File: config.mk
export PLATFORM = sky130hd
export DESIGN_NAME = bss_sequencer
export DESIGN_NICKNAME = d
export VERILOG_FILES = /design/src/common/bss_pkg.sv /design/src/rtl/bss_phase_timer.sv /design/src/rtl/bss_phase_drive.sv /design/src/rtl/bss_sequencer.sv
export VERILOG_INCLUDE_DIRS = /design/src /design/src/common
export SDC_FILE = /design/constraint.sdc
export NUM_CORES = 1
export LEC_CHECK = 0
export BUFFER_PORTS_ARGS = -buffer_cell sky130_fd_sc_hd__buf_2
export CORE_MARGIN = 2
export CORE_UTILIZATION = 46
export CTS_CLUSTER_SIZE = 25
export DETAILED_ROUTE_END_ITERATION = 6
export PLACE_DENSITY = 0.7
export SYNTH_ARGS = -nofsm -noshare
export SYNTH_HDL_FRONTEND = slang
export SYNTH_SLANG_ARGS = --single-unit
export TNS_END_PERCENT = 20
File: constraint.sdc
create_clock -name mclk -period 36 [get_ports mclk]
set_clock_uncertainty 0.05 [all_clocks]
set_input_delay 3.6 -clock mclk [delete_from_list [all_inputs] [get_ports mclk]]
set_output_delay 3.6 -clock mclk [all_outputs]
set_load 0.02 [all_outputs]
File: src/common/bss_cfg.svh
// Offsets, reset values and timing counts of the boost start-up sequencer.
// Assumes a 100 MHz mclk; counts derive from times in nanoseconds.
`ifndef BSS_CFG_SVH
`define BSS_CFG_SVH

`define BSS_CLK_NS      10
// ----------------------------------------------------------------------
// Register offsets and reset values
// ----------------------------------------------------------------------
`define BSS_OFS_PERIOD  5'h00
`define BSS_OFS_DUTY    5'h04
`define BSS_OFS_STEP    5'h08
`define BSS_OFS_STATUS  5'h0c
`define BSS_OFS_PGWIN   5'h10
`define BSS_RST_PERIOD  11'h190
`define BSS_RST_DUTY    11'h064
`define BSS_RST_STEP    12'h004
`define BSS_RST_PGLO    12'h6a4
`define BSS_RST_PGHI    12'h7d0
// ----------------------------------------------------------------------
// Analog levels in 1 mV codes
// ----------------------------------------------------------------------
`define BSS_VREF_CODE   12'h7d0
`define BSS_SS_NUM      4
`define BSS_SS_DEN      5
// ----------------------------------------------------------------------
// Timing: interval times, then cycle counts
// ----------------------------------------------------------------------
`define BSS_T2_NS       100000
`define BSS_T3_NS       30000
`define BSS_T4_NS       500000
`define BSS_T5_NS       50000
`define BSS_FMAX_NS     1000
`define BSS_FOLD_NS     13333
`define BSS_CLKHI_NUM   2
`define BSS_CLKHI_DEN   5
`define BSS_T2_CYC      (`BSS_T2_NS / `BSS_CLK_NS)
`define BSS_T3_CYC      (`BSS_T3_NS / `BSS_CLK_NS)
`define BSS_T4_CYC      (`BSS_T4_NS / `BSS_CLK_NS)
`define BSS_T5_CYC      (`BSS_T5_NS / `BSS_CLK_NS)
`define BSS_PMIN_CYC    ((`BSS_FMAX_NS + `BSS_CLK_NS - 1) / `BSS_CLK_NS)
`define BSS_FOLD_CYC    (`BSS_FOLD_NS / `BSS_CLK_NS)

`endif

File: src/common/bss_pkg.sv
// Types shared by the boost start-up sequencer files.
// Assumes nothing beyond a SystemVerilog compiler.
package bss_pkg;
  typedef enum logic [3:0] {
    BSS_OFF, BSS_POWER, BSS_INIT, BSS_DETECT, BSS_LOCK,
    BSS_HOLD, BSS_SOFT, BSS_RUN, BSS_LATCH
  } bss_state_t;

  // Mode straps: tri-level select and light-load enable.
  typedef struct packed {
    logic tri_sel;
    logic ll_en;
  } bss_mode_t;

  // Phase pin drive: level and output enable, one bit per phase.
  typedef struct packed {
    logic [5:0] lvl;
    logic [5:0] oe;
  } bss_pins_t;
endpackage

File: src/rtl/bss_phase_timer.sv
// Switching-cycle counter with staggered phase start strobes.
// Assumes a period of at least one cycle per active phase slot.
`timescale 1ns/10ps
`default_nettype none
module bss_phase_timer #(
  parameter int W = 11,
  parameter int N = 6
) (
  input  wire logic         mclk,
  input  wire logic         rst,
  input  wire logic         ce,
  input  wire logic [W-1:0] period,
  input  wire logic [2:0]   nph,
  input  wire logic         sync_in,
  output logic [W-1:0]      cnt,
  output logic [W-1:0]      per_eff,
  output logic [N-1:0]      start
);
  logic         sync_q;
  logic         sync_ok;
  logic [W-1:0] sync_cnt;
  logic [W-1:0] sync_per;

  function automatic logic [W-1:0] slot(input logic [W-1:0] p,
                                         input logic [2:0] n);
    unique case (n)
      3'h2:    slot = p >> 1;
      3'h3:    slot = W'(p / 3);
      3'h4:    slot = p >> 2;
      default: slot = W'(p / 6);
    endcase
  endfunction

  // Sync period is measured so the loop follows the fundamental.
  always_ff @(posedge mclk) begin
    if (rst) begin
      sync_q   <= 1'b0;
      sync_cnt <= '0;
      sync_per <= '0;
      sync_ok  <= 1'b0;
    end else if (ce) begin
      sync_q <= sync_in;
      if (sync_in && !sync_q) begin
        sync_cnt <= '0;
        sync_per <= sync_cnt + W'(1);
        sync_ok  <= (sync_cnt + W'(1)) < period;
      end else if (sync_cnt == {W{1'b1}}) begin
        sync_ok <= 1'b0;
      end else begin
        sync_cnt <= sync_cnt + W'(1);
      end
    end
  end

  always_ff @(posedge mclk) begin
    if (rst) begin
      per_eff <= W'(1);
    end else if (ce) begin
      per_eff <= sync_ok ? sync_per : period;
    end
  end

  // A sync rising edge restarts the cycle so phase one aligns to it.
  always_ff @(posedge mclk) begin
    if (rst) begin
      cnt <= '0;
    end else if (ce) begin
      if ((sync_in && !sync_q) || cnt >= per_eff - W'(1))
        cnt <= '0;
      else
        cnt <= cnt + W'(1);
    end
  end

  for (genvar i = 0; i < N; i++) begin : g_start
    always_ff @(posedge mclk) begin
      if (rst) begin
        start[i] <= 1'b0;
      end else if (ce) begin
        start[i] <= (i < int'(nph)) &&
                    (cnt == W'(i) * slot(per_eff, nph));
      end
    end
  end
endmodule
`default_nettype wire

File: src/rtl/bss_phase_drive.sv
// One phase output: low during on-time, mid or high during off-time.
// Assumes start strobes come once per switching cycle.
`timescale 1ns/10ps
`default_nettype none
module bss_phase_drive #(
  parameter int W = 11
) (
  input  wire logic         mclk,
  input  wire logic         rst,
  input  wire logic         ce,
  input  wire logic         start,
  input  wire logic [W-1:0] on_time,
  input  wire logic         active,
  input  wire logic         skip,
  input  wire logic         release_pin,
  input  wire logic         hold,
  input  wire logic         tri_sel,
  input  wire logic         two_level,
  input  wire logic         diode_en,
  input  wire logic         zero_cross,
  output logic              lvl,
  output logic              oe
);
  logic [W-1:0] on_left;
  logic         zero_seen;
  logic         next_lvl;
  logic         next_oe;

  always_ff @(posedge mclk) begin
    if (rst) begin
      on_left <= '0;
    end else if (ce) begin
      if (hold || release_pin)
        on_left <= '0;
      else if (start && active && !skip)
        on_left <= on_time;
      else if (on_left != '0)
        on_left <= on_left - W'(1);
    end
  end

  // In tri-level mode, zero inductor current ends sync-switch drive for the rest of the cycle.
  always_ff @(posedge mclk) begin
    if (rst) begin
      zero_seen <= 1'b0;
    end else if (ce) begin
      if (start)
        zero_seen <= 1'b0;
      else if (diode_en && zero_cross && on_left == '0)
        zero_seen <= 1'b1;
    end
  end

  always_comb begin
    next_lvl = 1'b0;
    next_oe  = 1'b0;
    if (release_pin) begin
      next_oe = 1'b0;
    end else if (hold) begin
      next_oe = !tri_sel;
    end else if (!active) begin
      next_oe  = !tri_sel;
      next_lvl = 1'b1;
    end else if (on_left != '0) begin
      next_oe = 1'b1;
    end else if (tri_sel && (!two_level || zero_seen)) begin
      next_oe = 1'b0;
    end else begin
      next_oe  = 1'b1;
      next_lvl = 1'b1;
    end
  end

  always_ff @(posedge mclk) begin
    if (rst) begin
      lvl <= 1'b0;
      oe  <= 1'b0;
    end else if (ce) begin
      lvl <= next_lvl;
      oe  <= next_oe;
    end
  end
endmodule
`default_nettype wire

File: src/rtl/bss_sequencer.sv
// Start-up sequencer, phase generation and clock output for the boost
// controller, with an Avalon-MM register slave.
// Assumes analog comparators and converters deliver synchronous codes.
//
// Function
// - Stay in shutdown until enable comparator reports above 1.2V.
// - After supply reset threshold, run an initialization interval of 100us.
// - Sample phase pins for 30us and derive phase count from tied-high pins.
// - First or second phase pin high at detection latches off until power cycle.
// - Wait 0.5ms for frequency lock; clock output starts only after lock.
// - For 50us phase pins float or sit low; driver enable low.
// - Soft-start node pre-biased to feedback level before ramp begins.
// - Soft-start done at 80% of lesser of tracking reference and 2V.
// - Output-valid flag high only with output inside its window.
// - Driver enable rises when first phase output first toggles in soft-start.
// - Tri-level, no light-load: soft-start toggles mid and low, duty ramps.
// - After soft-start, phase pins switch two-level between low and high.
// - Light load sheds to two phases, then diode emulation, then skipping.
// - Tri-level only: diode emulation cuts sync-switch drive when inductor current reaches zero.
// - Tri-level low: only low and high levels, low-side duty ramps.
// - Programmed per-phase frequency at most 1MHz, a faster sync is followed; shorted frequency pin folds to 75kHz.
// - Sync input locks frequency and aligns phase one edge to it.
// - Clock output about 40% high, rising with phase one leading edge.
// - Six phases start one sixth of a cycle apart.
// - Fourth pin high gives three phases; third pin high gives two.
//
// The register addresses and the Avalon-MM slave port were chosen for this implementation.
`timescale 1ns/10ps
`default_nettype none
`include "bss_cfg.svh"
module bss_sequencer #(
  parameter int W       = 11,
  parameter int T2_CYC  = `BSS_T2_CYC,
  parameter int T4_CYC  = `BSS_T4_CYC,
  parameter int T5_CYC  = `BSS_T5_CYC
) (
  input  wire logic                mclk,
  input  wire logic                rst,
  input  wire logic                ce,
  input  wire logic [4:0]          avs_address,
  input  wire logic                avs_read,
  input  wire logic                avs_write,
  input  wire logic [31:0]         avs_writedata,
  input  wire logic [3:0]          avs_byteenable,
  output logic [31:0]              avs_readdata,
  output logic                     avs_waitrequest,
  input  wire logic                en_ok,
  input  wire logic                vcc_por_ok,
  input  wire bss_pkg::bss_mode_t  mode,
  input  wire logic [1:0]          light_level,
  input  wire logic [1:0]          zero_cross,
  input  wire logic                frequency_set_pin,
  input  wire logic                sync_in,
  input  wire logic [11:0]         feedback_input,
  input  wire logic [11:0]         tracking_reference,
  input  wire logic [5:0]          phase_in,
  output bss_pkg::bss_pins_t       phase_pins,
  output logic                     drive_en,
  output logic                     clk_out,
  output logic                     output_valid_flag,
  output logic [11:0]              ss_level
);
  localparam int T3_CYC = `BSS_T3_CYC;

  bss_pkg::bss_state_t state;
  bss_pkg::bss_state_t next_state;
  logic [31:0] tmr;
  logic [W-1:0] period;
  logic [W-1:0] duty;
  logic [11:0]  ss_step;
  logic [11:0]  pg_lo;
  logic [11:0]  pg_hi;
  logic [2:0]   nph;
  logic [W-1:0] ramp;
  logic [W-1:0] per_clamp;
  logic [W-1:0] cnt;
  logic [W-1:0] per_eff;
  logic [5:0]   start;
  logic [11:0]  ref_min;
  logic [11:0]  ss_target;
  logic         ss_done;
  logic         acc_rd;
  logic         acc_wr;
  logic [31:0]  rd_mux;
  logic [5:0]   active;
  logic         diode_en;
  logic         skip;

  // ----------------------------------------------------------------------
  // Register slave
  // ----------------------------------------------------------------------
  function automatic logic [31:0] merge(input logic [31:0] old,
                                        input logic [31:0] nw,
                                        input logic [3:0]  be);
    for (int b = 0; b < 4; b++)
      merge[8*b +: 8] = be[b] ? nw[8*b +: 8] : old[8*b +: 8];
  endfunction

  // One wait cycle per access; the answer lands on the second edge.
  assign acc_rd = avs_read && !avs_waitrequest;
  assign acc_wr = avs_write && !avs_waitrequest;

  always_ff @(posedge mclk) begin
    if (rst) begin
      avs_waitrequest <= 1'b1;
    end else if (ce) begin
      if (!avs_waitrequest)
        avs_waitrequest <= 1'b1;
      else if (avs_read || avs_write)
        avs_waitrequest <= 1'b0;
    end
  end

  always_comb begin
    unique case (avs_address)
      `BSS_OFS_PERIOD: rd_mux = {21'h0, period};
      `BSS_OFS_DUTY:   rd_mux = {21'h0, duty};
      `BSS_OFS_STEP:   rd_mux = {20'h0, ss_step};
      `BSS_OFS_STATUS: rd_mux = {20'h0, ss_done, output_valid_flag,
                                 drive_en, nph, 2'h0, state};
      `BSS_OFS_PGWIN:  rd_mux = {4'h0, pg_hi, 4'h0, pg_lo};
      default:         rd_mux = 32'h0;
    endcase
  end

  always_ff @(posedge mclk) begin
    if (rst) begin
      avs_readdata <= 32'h0;
    end else if (ce && avs_read && avs_waitrequest) begin
      avs_readdata <= rd_mux;
    end
  end

  always_ff @(posedge mclk) begin
    if (rst) begin
      period  <= `BSS_RST_PERIOD;
      duty    <= `BSS_RST_DUTY;
      ss_step <= `BSS_RST_STEP;
      pg_lo   <= `BSS_RST_PGLO;
      pg_hi   <= `BSS_RST_PGHI;
    end else if (ce && acc_wr) begin
      unique case (avs_address)
        `BSS_OFS_PERIOD:
          period <= W'(merge({21'h0, period}, avs_writedata,
                             avs_byteenable));
        `BSS_OFS_DUTY:
          duty <= W'(merge({21'h0, duty}, avs_writedata, avs_byteenable));
        `BSS_OFS_STEP:
          ss_step <= 12'(merge({20'h0, ss_step}, avs_writedata,
                               avs_byteenable));
        `BSS_OFS_PGWIN: begin
          pg_lo <= 12'(merge({20'h0, pg_lo}, avs_writedata,
                             avs_byteenable));
          pg_hi <= 12'(merge({20'h0, pg_hi}, avs_writedata,
                             avs_byteenable) >> 16);
        end
        default: ;
      endcase
    end
  end

  // ----------------------------------------------------------------------
  // Start-up sequence
  // ----------------------------------------------------------------------
  always_comb begin
    next_state = state;
    unique case (state)
      bss_pkg::BSS_OFF:
        if (en_ok) next_state = bss_pkg::BSS_POWER;
      bss_pkg::BSS_POWER:
        if (vcc_por_ok) next_state = bss_pkg::BSS_INIT;
      bss_pkg::BSS_INIT:
        if (tmr == 32'(T2_CYC - 1)) next_state = bss_pkg::BSS_DETECT;
      bss_pkg::BSS_DETECT:
        if (tmr == 32'(T3_CYC - 1))
          next_state = (phase_in[0] || phase_in[1]) ?
                       bss_pkg::BSS_LATCH : bss_pkg::BSS_LOCK;
      bss_pkg::BSS_LOCK:
        if (tmr == 32'(T4_CYC - 1)) next_state = bss_pkg::BSS_HOLD;
      bss_pkg::BSS_HOLD:
        if (tmr == 32'(T5_CYC - 1)) next_state = bss_pkg::BSS_SOFT;
      bss_pkg::BSS_SOFT:
        if (ss_done) next_state = bss_pkg::BSS_RUN;
      bss_pkg::BSS_RUN: ;
      bss_pkg::BSS_LATCH:
        if (!vcc_por_ok) next_state = bss_pkg::BSS_OFF;
      default: next_state = bss_pkg::BSS_OFF;
    endcase
    if (!en_ok && state != bss_pkg::BSS_LATCH)
      next_state = bss_pkg::BSS_OFF;
  end

  always_ff @(posedge mclk) begin
    if (rst) begin
      state <= bss_pkg::BSS_OFF;
    end else if (ce) begin
      state <= next_state;
    end
  end

  always_ff @(posedge mclk) begin
    if (rst) begin
      tmr <= 32'h0;
    end else if (ce) begin
      tmr <= (next_state != state) ? 32'h0 : tmr + 32'h1;
    end
  end

  // Phase count is decided once, from the pins sampled at detection end.
  always_ff @(posedge mclk) begin
    if (rst) begin
      nph <= 3'h6;
    end else if (ce && state == bss_pkg::BSS_DETECT &&
                 tmr == 32'(T3_CYC - 1)) begin
      if (phase_in[2])                     nph <= 3'h2;
      else if (phase_in[3])                nph <= 3'h3;
      else if (phase_in[4] || phase_in[5]) nph <= 3'h4;
      else                                 nph <= 3'h6;
    end
  end

  // ----------------------------------------------------------------------
  // Soft-start
  // ----------------------------------------------------------------------
  assign ref_min   = (tracking_reference < `BSS_VREF_CODE) ?
                     tracking_reference : `BSS_VREF_CODE;
  assign ss_target = 12'((14'(ref_min) * 14'(`BSS_SS_NUM)) /
                         14'(`BSS_SS_DEN));
  assign ss_done   = ss_level >= ss_target;

  always_ff @(posedge mclk) begin
    if (rst) begin
      ss_level <= 12'h0;
    end else if (ce) begin
      if (state == bss_pkg::BSS_HOLD)
        ss_level <= feedback_input;
      else if (state == bss_pkg::BSS_SOFT && start[0])
        ss_level <= (13'(ss_level) + 13'(ss_step) > 13'hfff) ?
                    12'hfff : ss_level + ss_step;
      else if (state == bss_pkg::BSS_OFF)
        ss_level <= 12'h0;
    end
  end

  // On-time ramps one cycle per switching period from zero.
  always_ff @(posedge mclk) begin
    if (rst) begin
      ramp <= '0;
    end else if (ce) begin
      if (state != bss_pkg::BSS_SOFT && state != bss_pkg::BSS_RUN)
        ramp <= '0;
      else if (start[0] && ramp < duty)
        ramp <= ramp + W'(1);
    end
  end

  // ----------------------------------------------------------------------
  // Oscillator and phase outputs
  // ----------------------------------------------------------------------
  // A shorted frequency pin wins over the programmed period.
  assign per_clamp = frequency_set_pin ? W'(`BSS_FOLD_CYC) :
                     (period < W'(`BSS_PMIN_CYC)) ? W'(`BSS_PMIN_CYC) :
                     period;

  bss_phase_timer #(
    .W (W),
    .N (6)
  ) u_timer (
    .mclk    (mclk),
    .rst     (rst),
    .ce      (ce),
    .period  (per_clamp),
    .nph     (nph),
    .sync_in (sync_in),
    .cnt     (cnt),
    .per_eff (per_eff),
    .start   (start)
  );

  assign diode_en = mode.ll_en && state == bss_pkg::BSS_RUN &&
                    light_level >= 2'h2;
  // Skipping is held off until run so soft-start always toggles phase one.
  assign skip     = mode.ll_en && state == bss_pkg::BSS_RUN &&
                    light_level == 2'h3;

  for (genvar i = 0; i < 6; i++) begin : g_phase
    assign active[i] = (i < int'(nph)) &&
                       !(mode.ll_en && state == bss_pkg::BSS_RUN &&
                         light_level != 2'h0 && i >= 2);
    bss_phase_drive #(
      .W (W)
    ) u_drive (
      .mclk        (mclk),
      .rst         (rst),
      .ce          (ce),
      .start       (start[i]),
      .on_time     (ramp),
      .active      (active[i]),
      .skip        (skip),
      .release_pin (state == bss_pkg::BSS_DETECT),
      .hold        (state != bss_pkg::BSS_SOFT &&
                    state != bss_pkg::BSS_RUN &&
                    state != bss_pkg::BSS_DETECT),
      .tri_sel     (mode.tri_sel),
      .two_level   (state == bss_pkg::BSS_RUN),
      .diode_en    (diode_en && i < 2),
      .zero_cross  (i < 2 ? zero_cross[i % 2] : 1'b0),
      .lvl         (phase_pins.lvl[i]),
      .oe          (phase_pins.oe[i])
    );
  end

  // Driver enable waits for phase one driven low: its first on-pulse with tri_sel high, soft-start entry with tri_sel low.
  always_ff @(posedge mclk) begin
    if (rst) begin
      drive_en <= 1'b0;
    end else if (ce) begin
      if (!en_ok ||
          (state != bss_pkg::BSS_SOFT && state != bss_pkg::BSS_RUN))
        drive_en <= 1'b0;
      else if (phase_pins.oe[0] && !phase_pins.lvl[0])
        drive_en <= 1'b1;
    end
  end

  // Clock output rises with phase one's cycle start and holds 40%.
  always_ff @(posedge mclk) begin
    if (rst) begin
      clk_out <= 1'b0;
    end else if (ce) begin
      clk_out <= (state == bss_pkg::BSS_HOLD ||
                  state == bss_pkg::BSS_SOFT ||
                  state == bss_pkg::BSS_RUN) &&
                 (cnt < W'(((W+2)'(per_eff) * (W+2)'(`BSS_CLKHI_NUM)) /
                           (W+2)'(`BSS_CLKHI_DEN)));
    end
  end

  always_ff @(posedge mclk) begin
    if (rst) begin
      output_valid_flag <= 1'b0;
    end else if (ce) begin
      output_valid_flag <= state == bss_pkg::BSS_RUN &&
                           feedback_input >= pg_lo &&
                           feedback_input <= pg_hi;
    end
  end

  // ----------------------------------------------------------------------
  // Checks
  // ----------------------------------------------------------------------
  shutdown_hold_a: assert property (@(posedge mclk) disable iff (rst)
    (ce && !en_ok && state != bss_pkg::BSS_LATCH) |=>
      state == bss_pkg::BSS_OFF && !drive_en)
    else $error("enable loss did not return to shutdown");
  init_len_a: assert property (@(posedge mclk) disable iff (rst)
    (ce && en_ok && state == bss_pkg::BSS_INIT &&
     tmr == 32'(T2_CYC - 1)) |=> state == bss_pkg::BSS_DETECT)
    else $error("initialization interval length wrong");
  latch_off_a: assert property (@(posedge mclk) disable iff (rst)
    (ce && en_ok && state == bss_pkg::BSS_DETECT &&
     tmr == 32'(T3_CYC - 1) && (phase_in[0] || phase_in[1])) |=>
      state == bss_pkg::BSS_LATCH)
    else $error("tied phase pin did not latch off");
  latch_stay_a: assert property (@(posedge mclk) disable iff (rst)
    (state == bss_pkg::BSS_LATCH && vcc_por_ok) |=>
      state == bss_pkg::BSS_LATCH)
    else $error("latch left without power cycle");
  clk_quiet_a: assert property (@(posedge mclk) disable iff (rst)
    (ce && state == bss_pkg::BSS_LOCK) |=> !clk_out)
    else $error("clock output before lock");
  hold_pins_a: assert property (@(posedge mclk) disable iff (rst)
    (ce && state == bss_pkg::BSS_HOLD) |=> !drive_en &&
      (mode.tri_sel ? phase_pins.oe == 6'h00 : phase_pins.lvl == 6'h00))
    else $error("outputs active during hold interval");
  prebias_a: assert property (@(posedge mclk) disable iff (rst)
    (ce && state == bss_pkg::BSS_HOLD) |=>
      ss_level == $past(feedback_input))
    else $error("soft-start node not pre-biased");
  valid_gate_a: assert property (@(posedge mclk) disable iff (rst)
    (ce && state != bss_pkg::BSS_RUN) |=> !output_valid_flag)
    else $error("output valid flag outside run");
  drive_rise_a: assert property (@(posedge mclk) disable iff (rst)
    $rose(drive_en) |-> $past(phase_pins.oe[0] && !phase_pins.lvl[0]))
    else $error("driver enable rose without phase toggle");
  fold_back_a: assert property (@(posedge mclk) disable iff (rst)
    frequency_set_pin |-> per_clamp == W'(`BSS_FOLD_CYC))
    else $error("frequency fold-back missing");
endmodule
`default_nettype wire

==> results.toml <==
[run_status]
status = "finished with violations"
violations = "design-rule violations"

[synth]
yosys_register_bits = 280
synth_seq_area_share = 0.264
synth-compound-area-share = 0.241
synth_mux_area_frac = 0.0256
synth_area_um2 = 21200
syn_area_per_cell_um2 = 7.48
synth_top_family_by_area = "simple AND/OR/NAND/NOR gates"
yosys.area_share.simple = 0.241
netlist_instances = 2834
yosysWarnings = 0
synthXorXnorAreaFrac = 0.0777
synth_adder_area_share = 0.0919
ys.flop_type = "dfxtp_1"
async_flop_share = 0
ys_types = 101
synth_edf_count = 0

[pwr]
intPower_uw = 745
clkPwrFrac = 0.263
power.total_uw = 1210
switching_share = 0.382
combPwrFrac = 0.470
p_leak_uw = 0.00940
vdd_drop_max_v = 0.0000448
sequentialPowerShare = 0.266
powerDensity_nw_per_um2 = 52.5
switchingPower_uw = 461

[timing]
tns_ns = 0
period_needed_ns = 18.72
hold_viol = 0
fin_hold_ws_ns = 0.399
fmax_mhz = 53.4
rsz0062_at_grt = "no"
min_period_over_period = 0.520
relSlewSlack = 0.226
setup_viol = 0
slew_violations = 0
tightest_slew_ns = 1.16

[clock_tree]
htreeDepth = 1
cts_sinks = 280
clockBufferDepth = 3
post_cts.repair.setup_buffers = 0
clk_latency_ns = 0.58
worst_setup_hold_path_clk_slew_ns = 0.06
cts-resized-gates = 0
cts_tree = "built"
root_buffer = "clkbuf_16"
cts_buffers = 31
hold_buffers = 0

[finish]
drive_above_1_share = 0.0832
layout_commonest_cell = "nor2_1"
finalNetCount = 3078
stdcell_count = 3461
final_cell_mix = "nor2_1, dfxtp_1, a21oi_1"
utilization = 0.507
syn2layout_area_growth_pct = 8.46

[critical_path]
crit_top_cell = "ha_1"
cp_slowest_cell = "a2111oi_0"
required_ns = 36.47
arrival_ns = 19.18
critPathLaunchType = "register"
critPathKind = "register to register"
crit_buf_inv = 4
cp_max_fo = 19
ff2ff_path_depth = 74
reg2reg_setup_slack_ns = 17.28
crit_end = "u_timer.start[3]"
crit_start = "nph[1]"
worstSetupEndpointType = "register"
crit_family = "compound AO/OA/AOI/OAI gates"
critPathMaxStageDelay_ns = 0.78
r2r_end = "u_timer.start[3]"
r2r-start = "nph[1]"
worst-path-stages = 74

[floorplanning]
initial_core_util = 0.467
io_pins = 146
die_area_um2 = 47800
die_w_um = 219
fp.coreArea_um2 = 45400
die_h_um = 219
fp-row-count = 78

[placement]
place_congestion = 0.904
place_inst = 3406
dp_hpwl_mm = 44.3
portBuffers = 129

[route]
wire_per_inst_um = 17.5
vias = 20657
firstDrtPassIters = 7
routed_wirelength_mm = 60.7
first_iter_violations = 1891
postRouteAntennaNets = 0
vias_per_cell = 5.97
drcViolationCount = 7

[grt]
antenna_found_initial = 2
grt_usage = 0.247
grt_pass1_vias = 19041
grt_overflow = 0
grt_pass1_wl_mm = 98.2
grt_max_degree = 96

[hold_path]
hp-class = "register to register"
hold_start = "avs_readdata[21]"

[job]
drv_cap = 0
through the flow:
step	setup slack (ns)	area, um^2
2_1_floorplan	20.71	21200
3_3_place_gp	18.07	22000
3_5_place_dp	17.56	22000
4_1_cts	17.50	23000
5_1_grt	16.01	23000
6_report	17.28	23000
final cells by class:
type                            count  area (um^2)
Antenna cell                        1         2.50
Clock buffer                       45          908
Clock inverter                      9         98.8
Fill cell                        4335        22400
Inverter                          116          435
Multi-Input combinational cell   2265        14400
Sequential cell                   280         5610
Tap cell                          600          751
Timing Repair Buffer              145          772
per-layer routing:
metal / vias up / wire (um) / GRT usage
met4: 2 / 1740 / 0.0748
met5: - / 13 / 0
met2: 748 / 27000 / 0.399
met3: 97 / 4030 / 0.0309
met1: 9647 / 27800 / 0.343
li1: 10163 / - / -
worst register-to-register path, delay by kind of cell, from the launching register on:
family / cells / cell delay [ns]
buffers and inverters: 4 / 0.53
multiplexers: 2 / 0.40
AO/OA/AOI/OAI: 30 / 8.17
XOR/XNOR: 6 / 1.30
flip-flops: 1 / 0.32
adder cells (fa/ha/maj): 12 / 4.24
AND/OR/NAND/NOR: 20 / 3.69
cell families (layout without fill, tap and decap cells):
group	after synthesis	count (layout)
compound gates	781	781
xor+xnor	188	188
fa+ha+maj	154	154
buf+inv	296	315
flops	280	280
mux	53	53
other cells	2	10
simple gates	1080	1080
worst min path at each step:
| stage | end | cells past startpoint |
|---|---|---|
| 5_1_grt | avs_readdata[18] | 2 |
| 6_report | avs_readdata[21] | 2 |
| 2_1_floorplan | u_timer.sync_per[0] | 2 |
| 3_3_place_gp | u_timer.sync_per[0] | 2 |
| 4_1_cts | avs_readdata[23] | 2 |
| 3_5_place_dp | avs_readdata[23] | 2 |
registers in the layout, indices dropped and copies added, names as in the netlist, 12 cells and up:
name / flops
g_phase.u_drive.on_left: 66
tmr: 32
ss_level: 12
avs_readdata: 24
ss_step: 12
pg_lo: 12
pg_hi: 12
power by group through the flow:
stage	registers (uW)	logic (uW)	clock network, uW
after floorplan	324	460	0
after global placement	328	543	0
after detailed placement	328	560	0
after CTS	321	565	323
after global routing	322	636	335
final	321	567	318
cells in the mapped netlist, types with 42 or more instances:
master    number  area share
a21o_1        44       0.016
a21oi_1      251       0.059
clkbuf_1     146       0.026
dfxtp_1      280        0.26
ha_1         150       0.089
inv_1        115       0.020
mux2i_1       47       0.022
nand2_1      246       0.044
nand2b_1      42       0.012
nand3_1       96       0.023
nor2_1       367       0.065
nor3_1        72       0.017
o21ai_0      154       0.036
xnor2_1      105       0.043
xor2_1        83       0.034
No activity file was read; power rests on OpenSTA's default activity.
